### src/rtl/acc_pkg.sv
/*
 * acc_pkg: register map, field layout, channel codes and state encoding
 * for the converter channel and clock control block.
 * Assumes an 8-bit register port and a single 100 MHz system clock.
 */
package acc_pkg;

    localparam int ADDR_W = 8;
    localparam int DATA_W = 8;
    localparam int RES_W = 8;

    // register offsets
    localparam logic [7:0] STATUS_OFF = 8'h3C;
    localparam logic [7:0] RESULT_OFF = 8'h3D;
    localparam logic [7:0] CLOCK_OFF = 8'h3E;

    // reset values
    localparam logic [7:0] STATUS_RST = 8'h1F;
    localparam logic [7:0] RESULT_RST = 8'h00;
    localparam logic [7:0] CLOCK_RST = 8'h00;

    // status/control fields
    localparam int DONE_BIT = 7;
    localparam int CONT_BIT = 5;
    localparam int CHAN_LSB = 0;
    localparam int CHAN_W = 5;

    // clock control fields
    localparam int DIV_LSB = 5;
    localparam int DIV_W = 3;
    localparam int ICLK_BIT = 4;

    // channel codes
    localparam logic [4:0] CHAN_REFH = 5'h1D;
    localparam logic [4:0] CHAN_REFL = 5'h1E;
    localparam logic [4:0] CHAN_OFF = 5'h1F;
    localparam logic [4:0] PIN_LIMIT = 5'h08;
    localparam int PIN_COUNT = 8;

    // clock source select values
    localparam logic ICLK_BUS = 1'b1;
    localparam logic ICLK_OSC = 1'b0;

    // divider terminal counts
    localparam int DIVCNT_W = 4;
    localparam logic [3:0] LAST_DIV1 = 4'h0;
    localparam logic [3:0] LAST_DIV2 = 4'h1;
    localparam logic [3:0] LAST_DIV4 = 4'h3;
    localparam logic [3:0] LAST_DIV8 = 4'h7;
    localparam logic [3:0] LAST_DIV16 = 4'hF;

    // approximation start
    localparam logic [7:0] TRIAL_MSB = 8'h80;
    localparam logic [2:0] BIT_TOP = 3'h7;
    localparam logic [2:0] BIT_LAST = 3'h0;

    typedef enum logic [1:0] {
        ST_IDLE = 2'b00,
        ST_SAMPLE = 2'b01,
        ST_CONVERT = 2'b10
    } acc_state_type;

endpackage : acc_pkg

### src/rtl/acc_clk_div.sv
/*
 * acc_clk_div: divides a stream of input clock ticks by a power of two.
 * Assumes tick_i is a one-cycle enable on clk_i from the selected source.
 */
`timescale 1ns/1ps

module acc_clk_div (
    input wire logic clk_i, // system clock
    input wire logic nrst_i, // sync reset, active low
    input wire logic tick_i, // selected source tick
    input wire logic [2:0] ratio_i, // divider field
    output logic tick_o // converter clock tick
);

    logic [3:0] cnt_reg;
    logic [3:0] cnt_next;
    logic tick_reg;
    logic tick_next;

    function automatic logic [3:0] last_count(input logic [2:0] code);
        case (code)
            3'h0: last_count = acc_pkg::LAST_DIV1;
            3'h1: last_count = acc_pkg::LAST_DIV2;
            3'h2: last_count = acc_pkg::LAST_DIV4;
            3'h3: last_count = acc_pkg::LAST_DIV8;
            default: last_count = acc_pkg::LAST_DIV16;
        endcase
    endfunction : last_count

    always_comb begin
        cnt_next = cnt_reg;
        tick_next = 1'b0;
        if (tick_i) begin
            if (cnt_reg >= last_count(ratio_i)) begin
                cnt_next = 4'h0;
                tick_next = 1'b1;
            end else begin
                cnt_next = cnt_reg + 4'h1;
            end
        end
    end

    always_ff @(posedge clk_i) begin
        if (!nrst_i) begin
            cnt_reg <= 4'h0;
            tick_reg <= 1'b0;
        end else begin
            cnt_reg <= cnt_next;
            tick_reg <= tick_next;
        end
    end

    assign tick_o = tick_reg;

    a_div_by_one: assert property (@(posedge clk_i) disable iff (!nrst_i)
        (tick_i && ratio_i == 3'h0) |=> tick_o)
        else $error("divide by one lost a tick");

    a_div_by_two: assert property (@(posedge clk_i) disable iff (!nrst_i)
        (tick_o && $past(ratio_i) == 3'h1 && ratio_i == 3'h1) |-> !$past(tick_o))
        else $error("divide by two ticked twice in a row");

endmodule : acc_clk_div

### src/rtl/acc_ctrl.sv
/*
 * acc_ctrl: channel select, conversion sequencing, result register and
 * converter clock control of an 8-bit successive approximation converter.
 * Assumes the analog core outside offers a comparator (cmp_i, same clock)
 * that is high while the sampled input is at or above dac_code_o, and that
 * the external oscillator arrives as an asynchronous pin.
 */
// Added by the designer: the plain strobed port.
`timescale 1ns/1ps

// Function
// - continuous bit repeats conversions back to back
// - each conversion end except a settling one or one in the same cycle as a status write loads the result register
// - single mode: one conversion per write
// - reset clears the continuous bit
// - five-bit channel, codes 0-7 select pins
// - codes 1D/1E route high/low reference
// - all-ones channel powers converter off
// - first conversion after power-on only settles
// - reserved channels give undefined results
// - clock select 1 bus, 0 oscillator
// - selected clock divided toward about 1 MHz
module acc_ctrl (
    input wire logic clk_i, // system bus clock
    input wire logic nrst_i, // sync reset, active low
    input wire logic [7:0] addr_i, // register address
    input wire logic [7:0] wdata_i, // write data
    input wire logic wr_i, // write strobe
    input wire logic rd_i, // read strobe
    output logic [7:0] rdata_o, // read data, cycle after rd_i
    input wire logic osc_clk_i, // external oscillator pin
    input wire logic cmp_i, // comparator from analog core
    output logic [7:0] dac_code_o, // trial code to analog core
    output logic sample_o, // sample phase to analog core
    output logic power_off_o, // converter power down
    output logic [7:0] pin_sel_o, // one-hot analog pin select
    output logic ref_high_o, // high reference routed
    output logic ref_low_o // low reference routed
);

    // register state
    logic cont_reg;
    logic cont_next;
    logic [4:0] chan_reg;
    logic [4:0] chan_next;
    logic done_reg;
    logic done_next;
    logic [7:0] result_reg;
    logic [7:0] result_next;
    logic [2:0] div_reg;
    logic [2:0] div_next;
    logic iclk_reg;
    logic iclk_next;
    logic [7:0] rdata_reg;
    logic [7:0] rdata_next;

    // oscillator synchroniser state
    logic osc_s1_reg;
    logic osc_s2_reg;
    logic osc_s3_reg;
    logic osc_lvl_reg;
    logic osc_lvl_next;
    logic osc_rise;

    // sequencer state
    acc_pkg::acc_state_type state_reg;
    acc_pkg::acc_state_type state_next;
    logic [7:0] trial_reg;
    logic [7:0] trial_next;
    logic [2:0] bit_reg;
    logic [2:0] bit_next;
    logic pend_reg;
    logic pend_next;
    logic settle_reg;
    logic settle_next;

    // analog side outputs
    logic sample_reg;
    logic sample_next;
    logic off_reg;
    logic off_next;
    logic [7:0] pin_reg;
    logic [7:0] pin_next;
    logic refh_reg;
    logic refh_next;
    logic refl_reg;
    logic refl_next;

    // decode strobes
    logic wr_status;
    logic wr_clock;
    logic src_tick;
    logic ctick;
    logic chan_is_off;
    logic last_step;
    logic load;
    logic [7:0] final_code;

    function automatic logic [7:0] read_mux(
        input logic [7:0] addr,
        input logic done,
        input logic cont,
        input logic [4:0] chan,
        input logic [7:0] result,
        input logic [2:0] div,
        input logic iclk
    );
        logic [7:0] value;
        value = 8'h00;
        case (addr)
            acc_pkg::STATUS_OFF: begin
                value[acc_pkg::DONE_BIT] = done;
                value[acc_pkg::CONT_BIT] = cont;
                value[acc_pkg::CHAN_LSB +: acc_pkg::CHAN_W] = chan;
            end
            acc_pkg::RESULT_OFF: value = result;
            acc_pkg::CLOCK_OFF: begin
                value[acc_pkg::DIV_LSB +: acc_pkg::DIV_W] = div;
                value[acc_pkg::ICLK_BIT] = iclk;
            end
            default: value = 8'h00;
        endcase
        read_mux = value;
    endfunction : read_mux

    assign wr_status = wr_i && (addr_i == acc_pkg::STATUS_OFF);
    assign wr_clock = wr_i && (addr_i == acc_pkg::CLOCK_OFF);

    // register file
    always_comb begin
        cont_next = cont_reg;
        chan_next = chan_reg;
        div_next = div_reg;
        iclk_next = iclk_reg;
        if (wr_status) begin
            cont_next = wdata_i[acc_pkg::CONT_BIT];
            chan_next = wdata_i[acc_pkg::CHAN_LSB +: acc_pkg::CHAN_W];
        end
        if (wr_clock) begin
            div_next = wdata_i[acc_pkg::DIV_LSB +: acc_pkg::DIV_W];
            iclk_next = wdata_i[acc_pkg::ICLK_BIT];
        end
        rdata_next = 8'h00;
        if (rd_i) begin
            rdata_next = read_mux(addr_i, done_reg, cont_reg, chan_reg, result_reg, div_reg, iclk_reg);
        end
        done_next = done_reg;
        if (wr_status) begin
            done_next = 1'b0;
        end
        if (load) begin
            done_next = 1'b1;
        end
        result_next = load ? final_code : result_reg;
    end

    always_ff @(posedge clk_i) begin
        if (!nrst_i) begin
            cont_reg <= acc_pkg::STATUS_RST[acc_pkg::CONT_BIT];
            chan_reg <= acc_pkg::STATUS_RST[acc_pkg::CHAN_LSB +: acc_pkg::CHAN_W];
            done_reg <= acc_pkg::STATUS_RST[acc_pkg::DONE_BIT];
            result_reg <= acc_pkg::RESULT_RST;
            div_reg <= acc_pkg::CLOCK_RST[acc_pkg::DIV_LSB +: acc_pkg::DIV_W];
            iclk_reg <= acc_pkg::CLOCK_RST[acc_pkg::ICLK_BIT];
            rdata_reg <= 8'h00;
        end else begin
            cont_reg <= cont_next;
            chan_reg <= chan_next;
            done_reg <= done_next;
            result_reg <= result_next;
            div_reg <= div_next;
            iclk_reg <= iclk_next;
            rdata_reg <= rdata_next;
        end
    end

    // oscillator edge, counted once second and third stages agree
    always_comb begin
        osc_lvl_next = osc_lvl_reg;
        osc_rise = 1'b0;
        if (osc_s2_reg == osc_s3_reg) begin
            osc_lvl_next = osc_s3_reg;
            osc_rise = osc_s3_reg && !osc_lvl_reg;
        end
    end

    always_ff @(posedge clk_i) begin
        if (!nrst_i) begin
            osc_s1_reg <= 1'b0;
            osc_s2_reg <= 1'b0;
            osc_s3_reg <= 1'b0;
            osc_lvl_reg <= 1'b0;
        end else begin
            osc_s1_reg <= osc_clk_i;
            osc_s2_reg <= osc_s1_reg;
            osc_s3_reg <= osc_s2_reg;
            osc_lvl_reg <= osc_lvl_next;
        end
    end

    assign src_tick = (iclk_reg == acc_pkg::ICLK_BUS) ? 1'b1 : osc_rise;

    acc_clk_div u_div (
        .clk_i(clk_i),
        .nrst_i(nrst_i),
        .tick_i(src_tick),
        .ratio_i(div_reg),
        .tick_o(ctick)
    );

    assign chan_is_off = (chan_reg == acc_pkg::CHAN_OFF);
    assign last_step = ctick && (state_reg == acc_pkg::ST_CONVERT) && (bit_reg == acc_pkg::BIT_LAST);
    assign final_code = cmp_i ? trial_reg : (trial_reg & ~(8'h01 << bit_reg));
    assign load = last_step && !settle_reg && !wr_status;

    // conversion sequencer
    always_comb begin
        state_next = state_reg;
        trial_next = trial_reg;
        bit_next = bit_reg;
        pend_next = pend_reg;
        settle_next = settle_reg;
        sample_next = 1'b0;
        case (state_reg)
            acc_pkg::ST_IDLE: begin
                if (ctick && pend_reg) begin
                    pend_next = 1'b0;
                    state_next = acc_pkg::ST_SAMPLE;
                    sample_next = 1'b1;
                end
            end
            acc_pkg::ST_SAMPLE: begin
                sample_next = !ctick;
                if (ctick) begin
                    trial_next = acc_pkg::TRIAL_MSB;
                    bit_next = acc_pkg::BIT_TOP;
                    state_next = acc_pkg::ST_CONVERT;
                end
            end
            acc_pkg::ST_CONVERT: begin
                if (ctick) begin
                    if (bit_reg == acc_pkg::BIT_LAST) begin
                        trial_next = final_code;
                        if (settle_reg) begin
                            settle_next = 1'b0;
                            state_next = acc_pkg::ST_SAMPLE;
                            sample_next = 1'b1;
                        end else if (cont_reg) begin
                            state_next = acc_pkg::ST_SAMPLE;
                            sample_next = 1'b1;
                        end else begin
                            state_next = acc_pkg::ST_IDLE;
                        end
                    end else begin
                        trial_next = final_code | (8'h01 << (bit_reg - 3'h1));
                        bit_next = bit_reg - 3'h1;
                    end
                end
            end
            default: state_next = acc_pkg::ST_IDLE;
        endcase
        // each status write with a channel other than all-ones starts a fresh conversion
        if (wr_status) begin
            state_next = acc_pkg::ST_IDLE;
            sample_next = 1'b0;
            pend_next = (wdata_i[acc_pkg::CHAN_LSB +: acc_pkg::CHAN_W] != acc_pkg::CHAN_OFF);
        end
        if (chan_is_off) begin
            state_next = acc_pkg::ST_IDLE;
            sample_next = 1'b0;
            pend_next = wr_status && pend_next;
            settle_next = 1'b1;
        end
    end

    // analog side decode
    always_comb begin
        off_next = chan_is_off;
        pin_next = 8'h00;
        if (chan_reg < acc_pkg::PIN_LIMIT) begin
            pin_next = 8'h01 << chan_reg[2:0];
        end
        // reference routing; reserved codes select nothing
        refh_next = (chan_reg == acc_pkg::CHAN_REFH);
        refl_next = (chan_reg == acc_pkg::CHAN_REFL);
    end

    always_ff @(posedge clk_i) begin
        if (!nrst_i) begin
            state_reg <= acc_pkg::ST_IDLE;
            trial_reg <= 8'h00;
            bit_reg <= acc_pkg::BIT_TOP;
            pend_reg <= 1'b0;
            settle_reg <= 1'b1;
            sample_reg <= 1'b0;
            off_reg <= 1'b1;
            pin_reg <= 8'h00;
            refh_reg <= 1'b0;
            refl_reg <= 1'b0;
        end else begin
            state_reg <= state_next;
            trial_reg <= trial_next;
            bit_reg <= bit_next;
            pend_reg <= pend_next;
            settle_reg <= settle_next;
            sample_reg <= sample_next;
            off_reg <= off_next;
            pin_reg <= pin_next;
            refh_reg <= refh_next;
            refl_reg <= refl_next;
        end
    end

    assign rdata_o = rdata_reg;
    assign dac_code_o = trial_reg;
    assign sample_o = sample_reg;
    assign power_off_o = off_reg;
    assign pin_sel_o = pin_reg;
    assign ref_high_o = refh_reg;
    assign ref_low_o = refl_reg;

    a_result_on_load: assert property (@(posedge clk_i) disable iff (!nrst_i)
        load |=> (result_reg == $past(final_code)) && done_reg)
        else $error("result not loaded at conversion end");
    a_cont_repeats: assert property (@(posedge clk_i) disable iff (!nrst_i)
        (last_step && cont_reg && !chan_is_off && !wr_status) |=> (state_reg == acc_pkg::ST_SAMPLE) && sample_o)
        else $error("continuous mode did not restart");
    a_single_stops: assert property (@(posedge clk_i) disable iff (!nrst_i)
        (last_step && !cont_reg && !settle_reg && !wr_status && !chan_is_off) |=> (state_reg == acc_pkg::ST_IDLE)
        ##1 (state_reg == acc_pkg::ST_IDLE || $past(wr_status)))
        else $error("single mode kept converting");
    a_reset_single: assert property (@(posedge clk_i) disable iff (!nrst_i)
        $rose(nrst_i) |-> !cont_reg && !iclk_reg && chan_is_off)
        else $error("reset values wrong");
    a_pin_decode: assert property (@(posedge clk_i) disable iff (!nrst_i)
        (chan_reg < acc_pkg::PIN_LIMIT) |=> pin_sel_o == (8'h01 << $past(chan_reg[2:0])))
        else $error("pin select mismatch");
    a_ref_route: assert property (@(posedge clk_i) disable iff (!nrst_i)
        (chan_reg == acc_pkg::CHAN_REFH) |=> ref_high_o && !ref_low_o && (pin_sel_o == 8'h00))
        else $error("high reference not routed");
    a_off_idle: assert property (@(posedge clk_i) disable iff (!nrst_i)
        (chan_is_off [*2]) |=> !sample_o && power_off_o && (state_reg == acc_pkg::ST_IDLE))
        else $error("converter active while powered off");
    a_settle_discard: assert property (@(posedge clk_i) disable iff (!nrst_i)
        (last_step && settle_reg) |=> $stable(result_reg) && (state_reg == acc_pkg::ST_SAMPLE || $past(wr_status)))
        else $error("settling result was loaded");
    a_done_clear: assert property (@(posedge clk_i) disable iff (!nrst_i)
        (wr_status && !load) |=> !done_reg)
        else $error("done flag not cleared by write");
    a_read_latency: assert property (@(posedge clk_i) disable iff (!nrst_i)
        (rd_i && addr_i == acc_pkg::CLOCK_OFF) |=> rdata_o[acc_pkg::ICLK_BIT] == $past(iclk_reg))
        else $error("clock select readback wrong");

endmodule : acc_ctrl

### config.mk
export PLATFORM = sky130hd
export DESIGN_NAME = acc_ctrl
export DESIGN_NICKNAME = d
export VERILOG_FILES = /design/src/rtl/acc_pkg.sv /design/src/rtl/acc_clk_div.sv /design/src/rtl/acc_ctrl.sv
export SDC_FILE = /design/constraint.sdc
export NUM_CORES = 1
export LEC_CHECK = 0
export BUFFER_PORTS_ARGS = -buffer_cell sky130_fd_sc_hd__clkbuf_2
export CAP_MARGIN = 20
export CORE_MARGIN = 4
export CORE_UTILIZATION = 40
export CTS_CLUSTER_SIZE = 20
export DETAILED_ROUTE_END_ITERATION = 16
export MAX_ROUTING_LAYER = met4
export PLACE_DENSITY = 0.62
export SLEW_MARGIN = 10
export SYNTH_ARGS = -nofsm -noshare
export SYNTH_HDL_FRONTEND = slang
export SYNTH_SLANG_ARGS = --single-unit
### constraint.sdc
create_clock -name clk_i -period 1.9 [get_ports clk_i]
set_input_delay 0.285 -clock clk_i [delete_from_list [all_inputs] [get_ports clk_i]]
set_output_delay 0.285 -clock clk_i [all_outputs]
set_load 0.05 [all_outputs]
---- Word-level counts from Yosys, hierarchy flattened ----
Cells that the tools add are included.
word-level totals
  flip-flop bits (word level) ............. 63
  logic and storage cells ................. 117
  input port bits ......................... 22
  output and inout port bits .............. 28
cells by class
  reduce and logical (&&, ||, !) cells .... 27
  mux-type cells .......................... 38
  add/subtract/negate cells ............... 2
  equal/unequal tests ..................... 18
  bitwise gates (word level) .............. 4
  order comparisons ....................... 2
  shifts and indexed selects .............. 3
operator list
  cell                 number
  $mux 8               4
  $eq 8x6->1 const B   3
  $shl 1x3->8 const A  3
  $mux 1               16
  $pmux 4 s4           1
  $pmux 8 s2           1
  $eq 5x5->1 const B   3
  $pmux 2 s3           2
  $logic_and 1x1->1    9
  $mux 3               3
  $and 8x8->8          1
  $mux 2               4
  $mux 4               2
  $not 8->8            1
  $or 8x8->8           1
  $pmux 4 s2           1
  $reduce_and 4->1     2
  $eq 3x2->1 const B   2
  $logic_not 3->1      2
  $ne 2x1->1 const B   3
  $pmux 1 s3           2
  $pmux 3 s2           1
  $reduce_and 2->1     3
  $reduce_and 3->1     2
  17 further kinds     22

---- Longest topological paths before layout ----
  word-level depth ........................ 8
  mapped depth ............................ 6
  mapped depth without buffers ............ 6

---- Modules after synthesis ----
Synthesis repeated with hierarchy kept, for this count alone.
second synthesis, totals
  cell total of the unflattened synthesis .. 326
  area, all modules ....................... 2850.2 um^2
by module, submodules not included
  module       times used  area an instance (um^2)  cells an instance  sequential area each (um^2)
  acc_ctrl     1           2498.6                   288                1161.1
  acc_clk_div  1           351.6                    38                 100.1

---- Worst setup path after synthesis ----
No wires, ideal clock.
  kind .................................... reg-to-reg
  start point ............................. reg div_reg[2]
  end point ............................... reg u_div.cnt_reg[0]
  cell stages (with the launch flop) ...... 7
  data arrival time ....................... 1518 ps
  slack ................................... 253 ps
  library setup time ...................... 129 ps
  required time ........................... 1771 ps
  cells stage by stage .................... dfxtp_1 -> or3_1 -> ha_1 -> nand2b_1 -> a21oi_1 -> o311ai_2 -> nor2_1
on the way
  word-level cells in the longest chain between the ends .. 5
  elaborated cells on any way between the ends .. 8
  those cells by class .................... order compare (1); eq/ne (3); mux (3); reduce/logical (1)
ends and longest elaborated chain
  what                                line               source
  start, declared                     acc_ctrl.sv:50     logic [2:0] div_reg;
  start signal, assigned              acc_ctrl.sv:163    div_reg <= acc_pkg::CLOCK_RST[acc_pkg::DIV_LSB +: acc_pkg::DIV_W];
  start signal, assigned              acc_ctrl.sv:171    div_reg <= div_next;
  $eq 3x2->1 (tied with other cells)  acc_clk_div.sv:21  case (code)
  $pmux 4 s4 (*)                      acc_clk_div.sv:21
  $mux 4 (*)                          acc_clk_div.sv:33  if (tick_i) begin
  $ge 4x4->1 (*)                      acc_clk_div.sv:34  if (cnt_reg >= last_count(ratio_i)) begin
  $mux 4 (*)                          acc_clk_div.sv:34
  end signal, assigned                acc_clk_div.sv:48  cnt_reg <= cnt_next;
  end, declared                       acc_clk_div.sv:15  logic [3:0] cnt_reg;
Mark *: on every way between the ends. The rest lies on a longest branch, timed or not. The select of a mux whose other input is x is not followed.
A chain may end at the register's enable or synchronous reset.

---- Worst setup path after layout ----
Ends and elaborated chain as after synthesis.

==> impl_results.md <==
- Status: finished clean
- Worst r2r src: div_reg[2]$_SDFFE_PN0P_
- Least-Margin Pin Slew: 411 ps
- CTS buffer count: 9
- Die H: between 90 and 100 um
- Worst IR Drop VDD: 0.318 mV
- Setup TNS: 0 ps
- Total global routing overflow: 0
- Routed via count: between 2,000 and 2,500
- R2r worst-path depth: 6
- Post-CTS Hold Fix Bufs: 0
- FFs w/ async S/R, synth: 0%
- Largest net degree at the start of global routing: 32
- Max-cap violations: 0
- First-pass GRT wire length: 10,500 um
- Nets: approximately 390
- Final instance area: 3380 sq um
- Final Slew Violations: 0
- Post-synth top flop: dfxtp_1
- TritonRoute pass-1 iters: 4
- Min Hold Slack: 161 ps
- Critical Path AT: 1990 ps
- Achievable Freq: 0.560 GHz
- # IOs: 50
- Via density: about 5
- Clock Skew: 9.25 ps
- CP startpoint kind: flop
- PostCTS Resize Cnt: 0
- Final period utilization: 93.9%
- Leak pwr: ~1.5 nW
- Initial antenna violation count: 0
- Row cnt: 30
- Gpl congestion: 0.779
- Data required, critical path: 2110 ps
- Crit end category: flop
- Port-buffer cells: 49
- Worst reg2reg path endpoint: u_div.cnt_reg[0]$_SDFFE_PN0N_
- Mapped Area: 2830 sq um
- Finished Layout Cells: 456
- Crit-path max FO: 6
- Most frequent cells in the layout: dfxtp_1 (63), clkbuf_2 (49), nor2_1 (30), nand2_1 (30), mux2i_1 (25)
- Source of the worst hold timing path: osc_clk_i
- Total GRT Usage: roughly 16%
- Worst skew pair latency: 330 ps
- Clock Path Buffers: 2
- Die width: 92.2 um
- H-tree depth: 3
- Fillers: roughly 700
- Area of the die: ~8500 sq um
- Top cells by area, synth: dfxtp_1 (45%), mux2i_1 (8.8%), ha_1 (4.9%)
- Layout cell share with drive strength beyond 1: 22.8%
- DR DRC count: 0
- Most common cell after layout, fill and taps aside: dfxtp_1
- Hold Path Class: primary input to flop
- Initial Util: 41.5%
- Cells after Synth: 304
- Vias in the first global route: 2,231
- Placed cell count: 440
- Dpl hpwl: 4500 um
- Syn avg cell area: 9.32 sq um
- RSZ-0062 raised after global routing: false
- Post-synth EDFFs: 0
- Slew headroom: 72.4%
- Final setup fails: 0
- DRT iter0 DRCs: 93
- Tmin final: 1780 ps
- Yosys top cell area share: approximately 45%
- Hold Path Depth: 2
- Area grow syn2layout: 19.2%
- Clock Pin Slew Worst Setup and Hold Paths: 70 ps
- WS Path Type: flop to flop
- CTS Sinks: 63
- Worst Hold Endpoint: osc_s1_reg$_SDFF_PN0_
- Hold Violations, Final: 0
- Placed cell area: 3160 sq um
- ANT nets after route: 0
- R2R setup slack: 120 ps
- Routed WL: 6190 um
- Core area: ~7000 sq um
- Synth warn: 0
- Area leader, netlist: dfxtp_1
- Root buf cell: clkbuf_8
- Total Power: 2.70 mW
- Routed WL per cell: 13.6 um
- Register area share after synthesis: 44.5%
- CTS tree: built
- ANT cells: 0
- Power Density: 800 nW/um^2
- Post-CTS Setup Bufs: 0
- Yosys cell types: 53
- Syn Nets: around 340
- Flops & latches, synth: 63
[kinds of logic (layout without fill, tap and decap cells)]
logic type | count (synthesis) | after routing | share of synthesized area (%)
buffers and inverters | 20 | 76 | 3.31
multiplexers | 27 | 27 | 9.63
AND/OR/NAND/NOR | 112 | 112 | 21.3
adder cells (fa/ha/maj) | 11 | 11 | 4.86
AO/OA/AOI/OAI | 69 | 69 | 15.7
XOR/XNOR | 2 | 2 | 0.618
flip-flops | 63 | 63 | 44.5
[worst max-delay path: stages (launching register included)]
cell      delay (ps)
dfxtp_1          360
or3_1            380
ha_1             270
nand2b_1          90
a21oi_1           90
o311ai_2         380
nor2_1           100
[synthesized netlist by cell type, types with 6 or more instances]
library cell / count
a21boi_0: 6
a21oi_1: 21
buf_2: 6
dfxtp_1: 63
ha_1: 11
inv_1: 8
mux2i_1: 25
nand2_1: 30
nand3_1: 9
nor2_1: 30
nor3_1: 7
o21ai_0: 16
[metal layers]
layer / up-vias / wire length (um) / track usage [%]
met5: - / 0 / -
met4: 0 / 106 / 5.57
met3: 9 / 287 / 4.43
met2: 66 / 2660 / 22.7
met1: 1055 / 3130 / 21.0
li1: 1175 / - / -
[report_power, final]
| group | internal [mW] | switching [mW] | leakage (nW) |
|---|---|---|---|
| Sequential | 1.32 | 0.00204 | 0.508 |
| Clock | 0.740 | 0.551 | 0.102 |
| Combinational | 0.0330 | 0.0517 | 0.909 |
[cell type report]
cell class	instances	area, sq um	share of cell area, %
Clock buffer	9	124	3.67
Clock inverter	7	96.3	2.85
Inverter	8	30.0	0.889
Multi-Input combinational cell	221	1480	43.8
Sequential cell	63	1260	37.3
Tap cell	96	120	3.56
Timing Repair Buffer	52	268	7.93
[worst max-delay path by stage]
stage                                 start                            end  slack, ps  cells after the start
finish              div_reg[2]$_SDFFE_PN0P_  u_div.cnt_reg[0]$_SDFFE_PN0N_        120                      6
global route        div_reg[2]$_SDFFE_PN0P_  u_div.cnt_reg[0]$_SDFFE_PN0N_         20                      6
CTS                 div_reg[2]$_SDFFE_PN0P_  u_div.cnt_reg[0]$_SDFFE_PN0N_        110                      6
detailed placement  div_reg[2]$_SDFFE_PN0P_  u_div.cnt_reg[0]$_SDFFE_PN0N_        130                      6
global placement    div_reg[2]$_SDFFE_PN0P_  u_div.cnt_reg[2]$_SDFFE_PN0N_        140                      6
floorplan           div_reg[2]$_SDFFE_PN0P_  u_div.cnt_reg[0]$_SDFFE_PN0N_        250                      6
[per-stage QoR]
| stage | worst slack (ps) | util (%) |
|---|---|---|
| after floorplan | 253 | - |
| after global placement | 136 | 46.2 |
| after detailed placement | 131 | 46.2 |
| after CTS | 105 | 49.4 |
| after global routing | 15.7 | 49.4 |
| final | 115 | 49.4 |
Note: power is estimated with default switching activity, not from simulation.
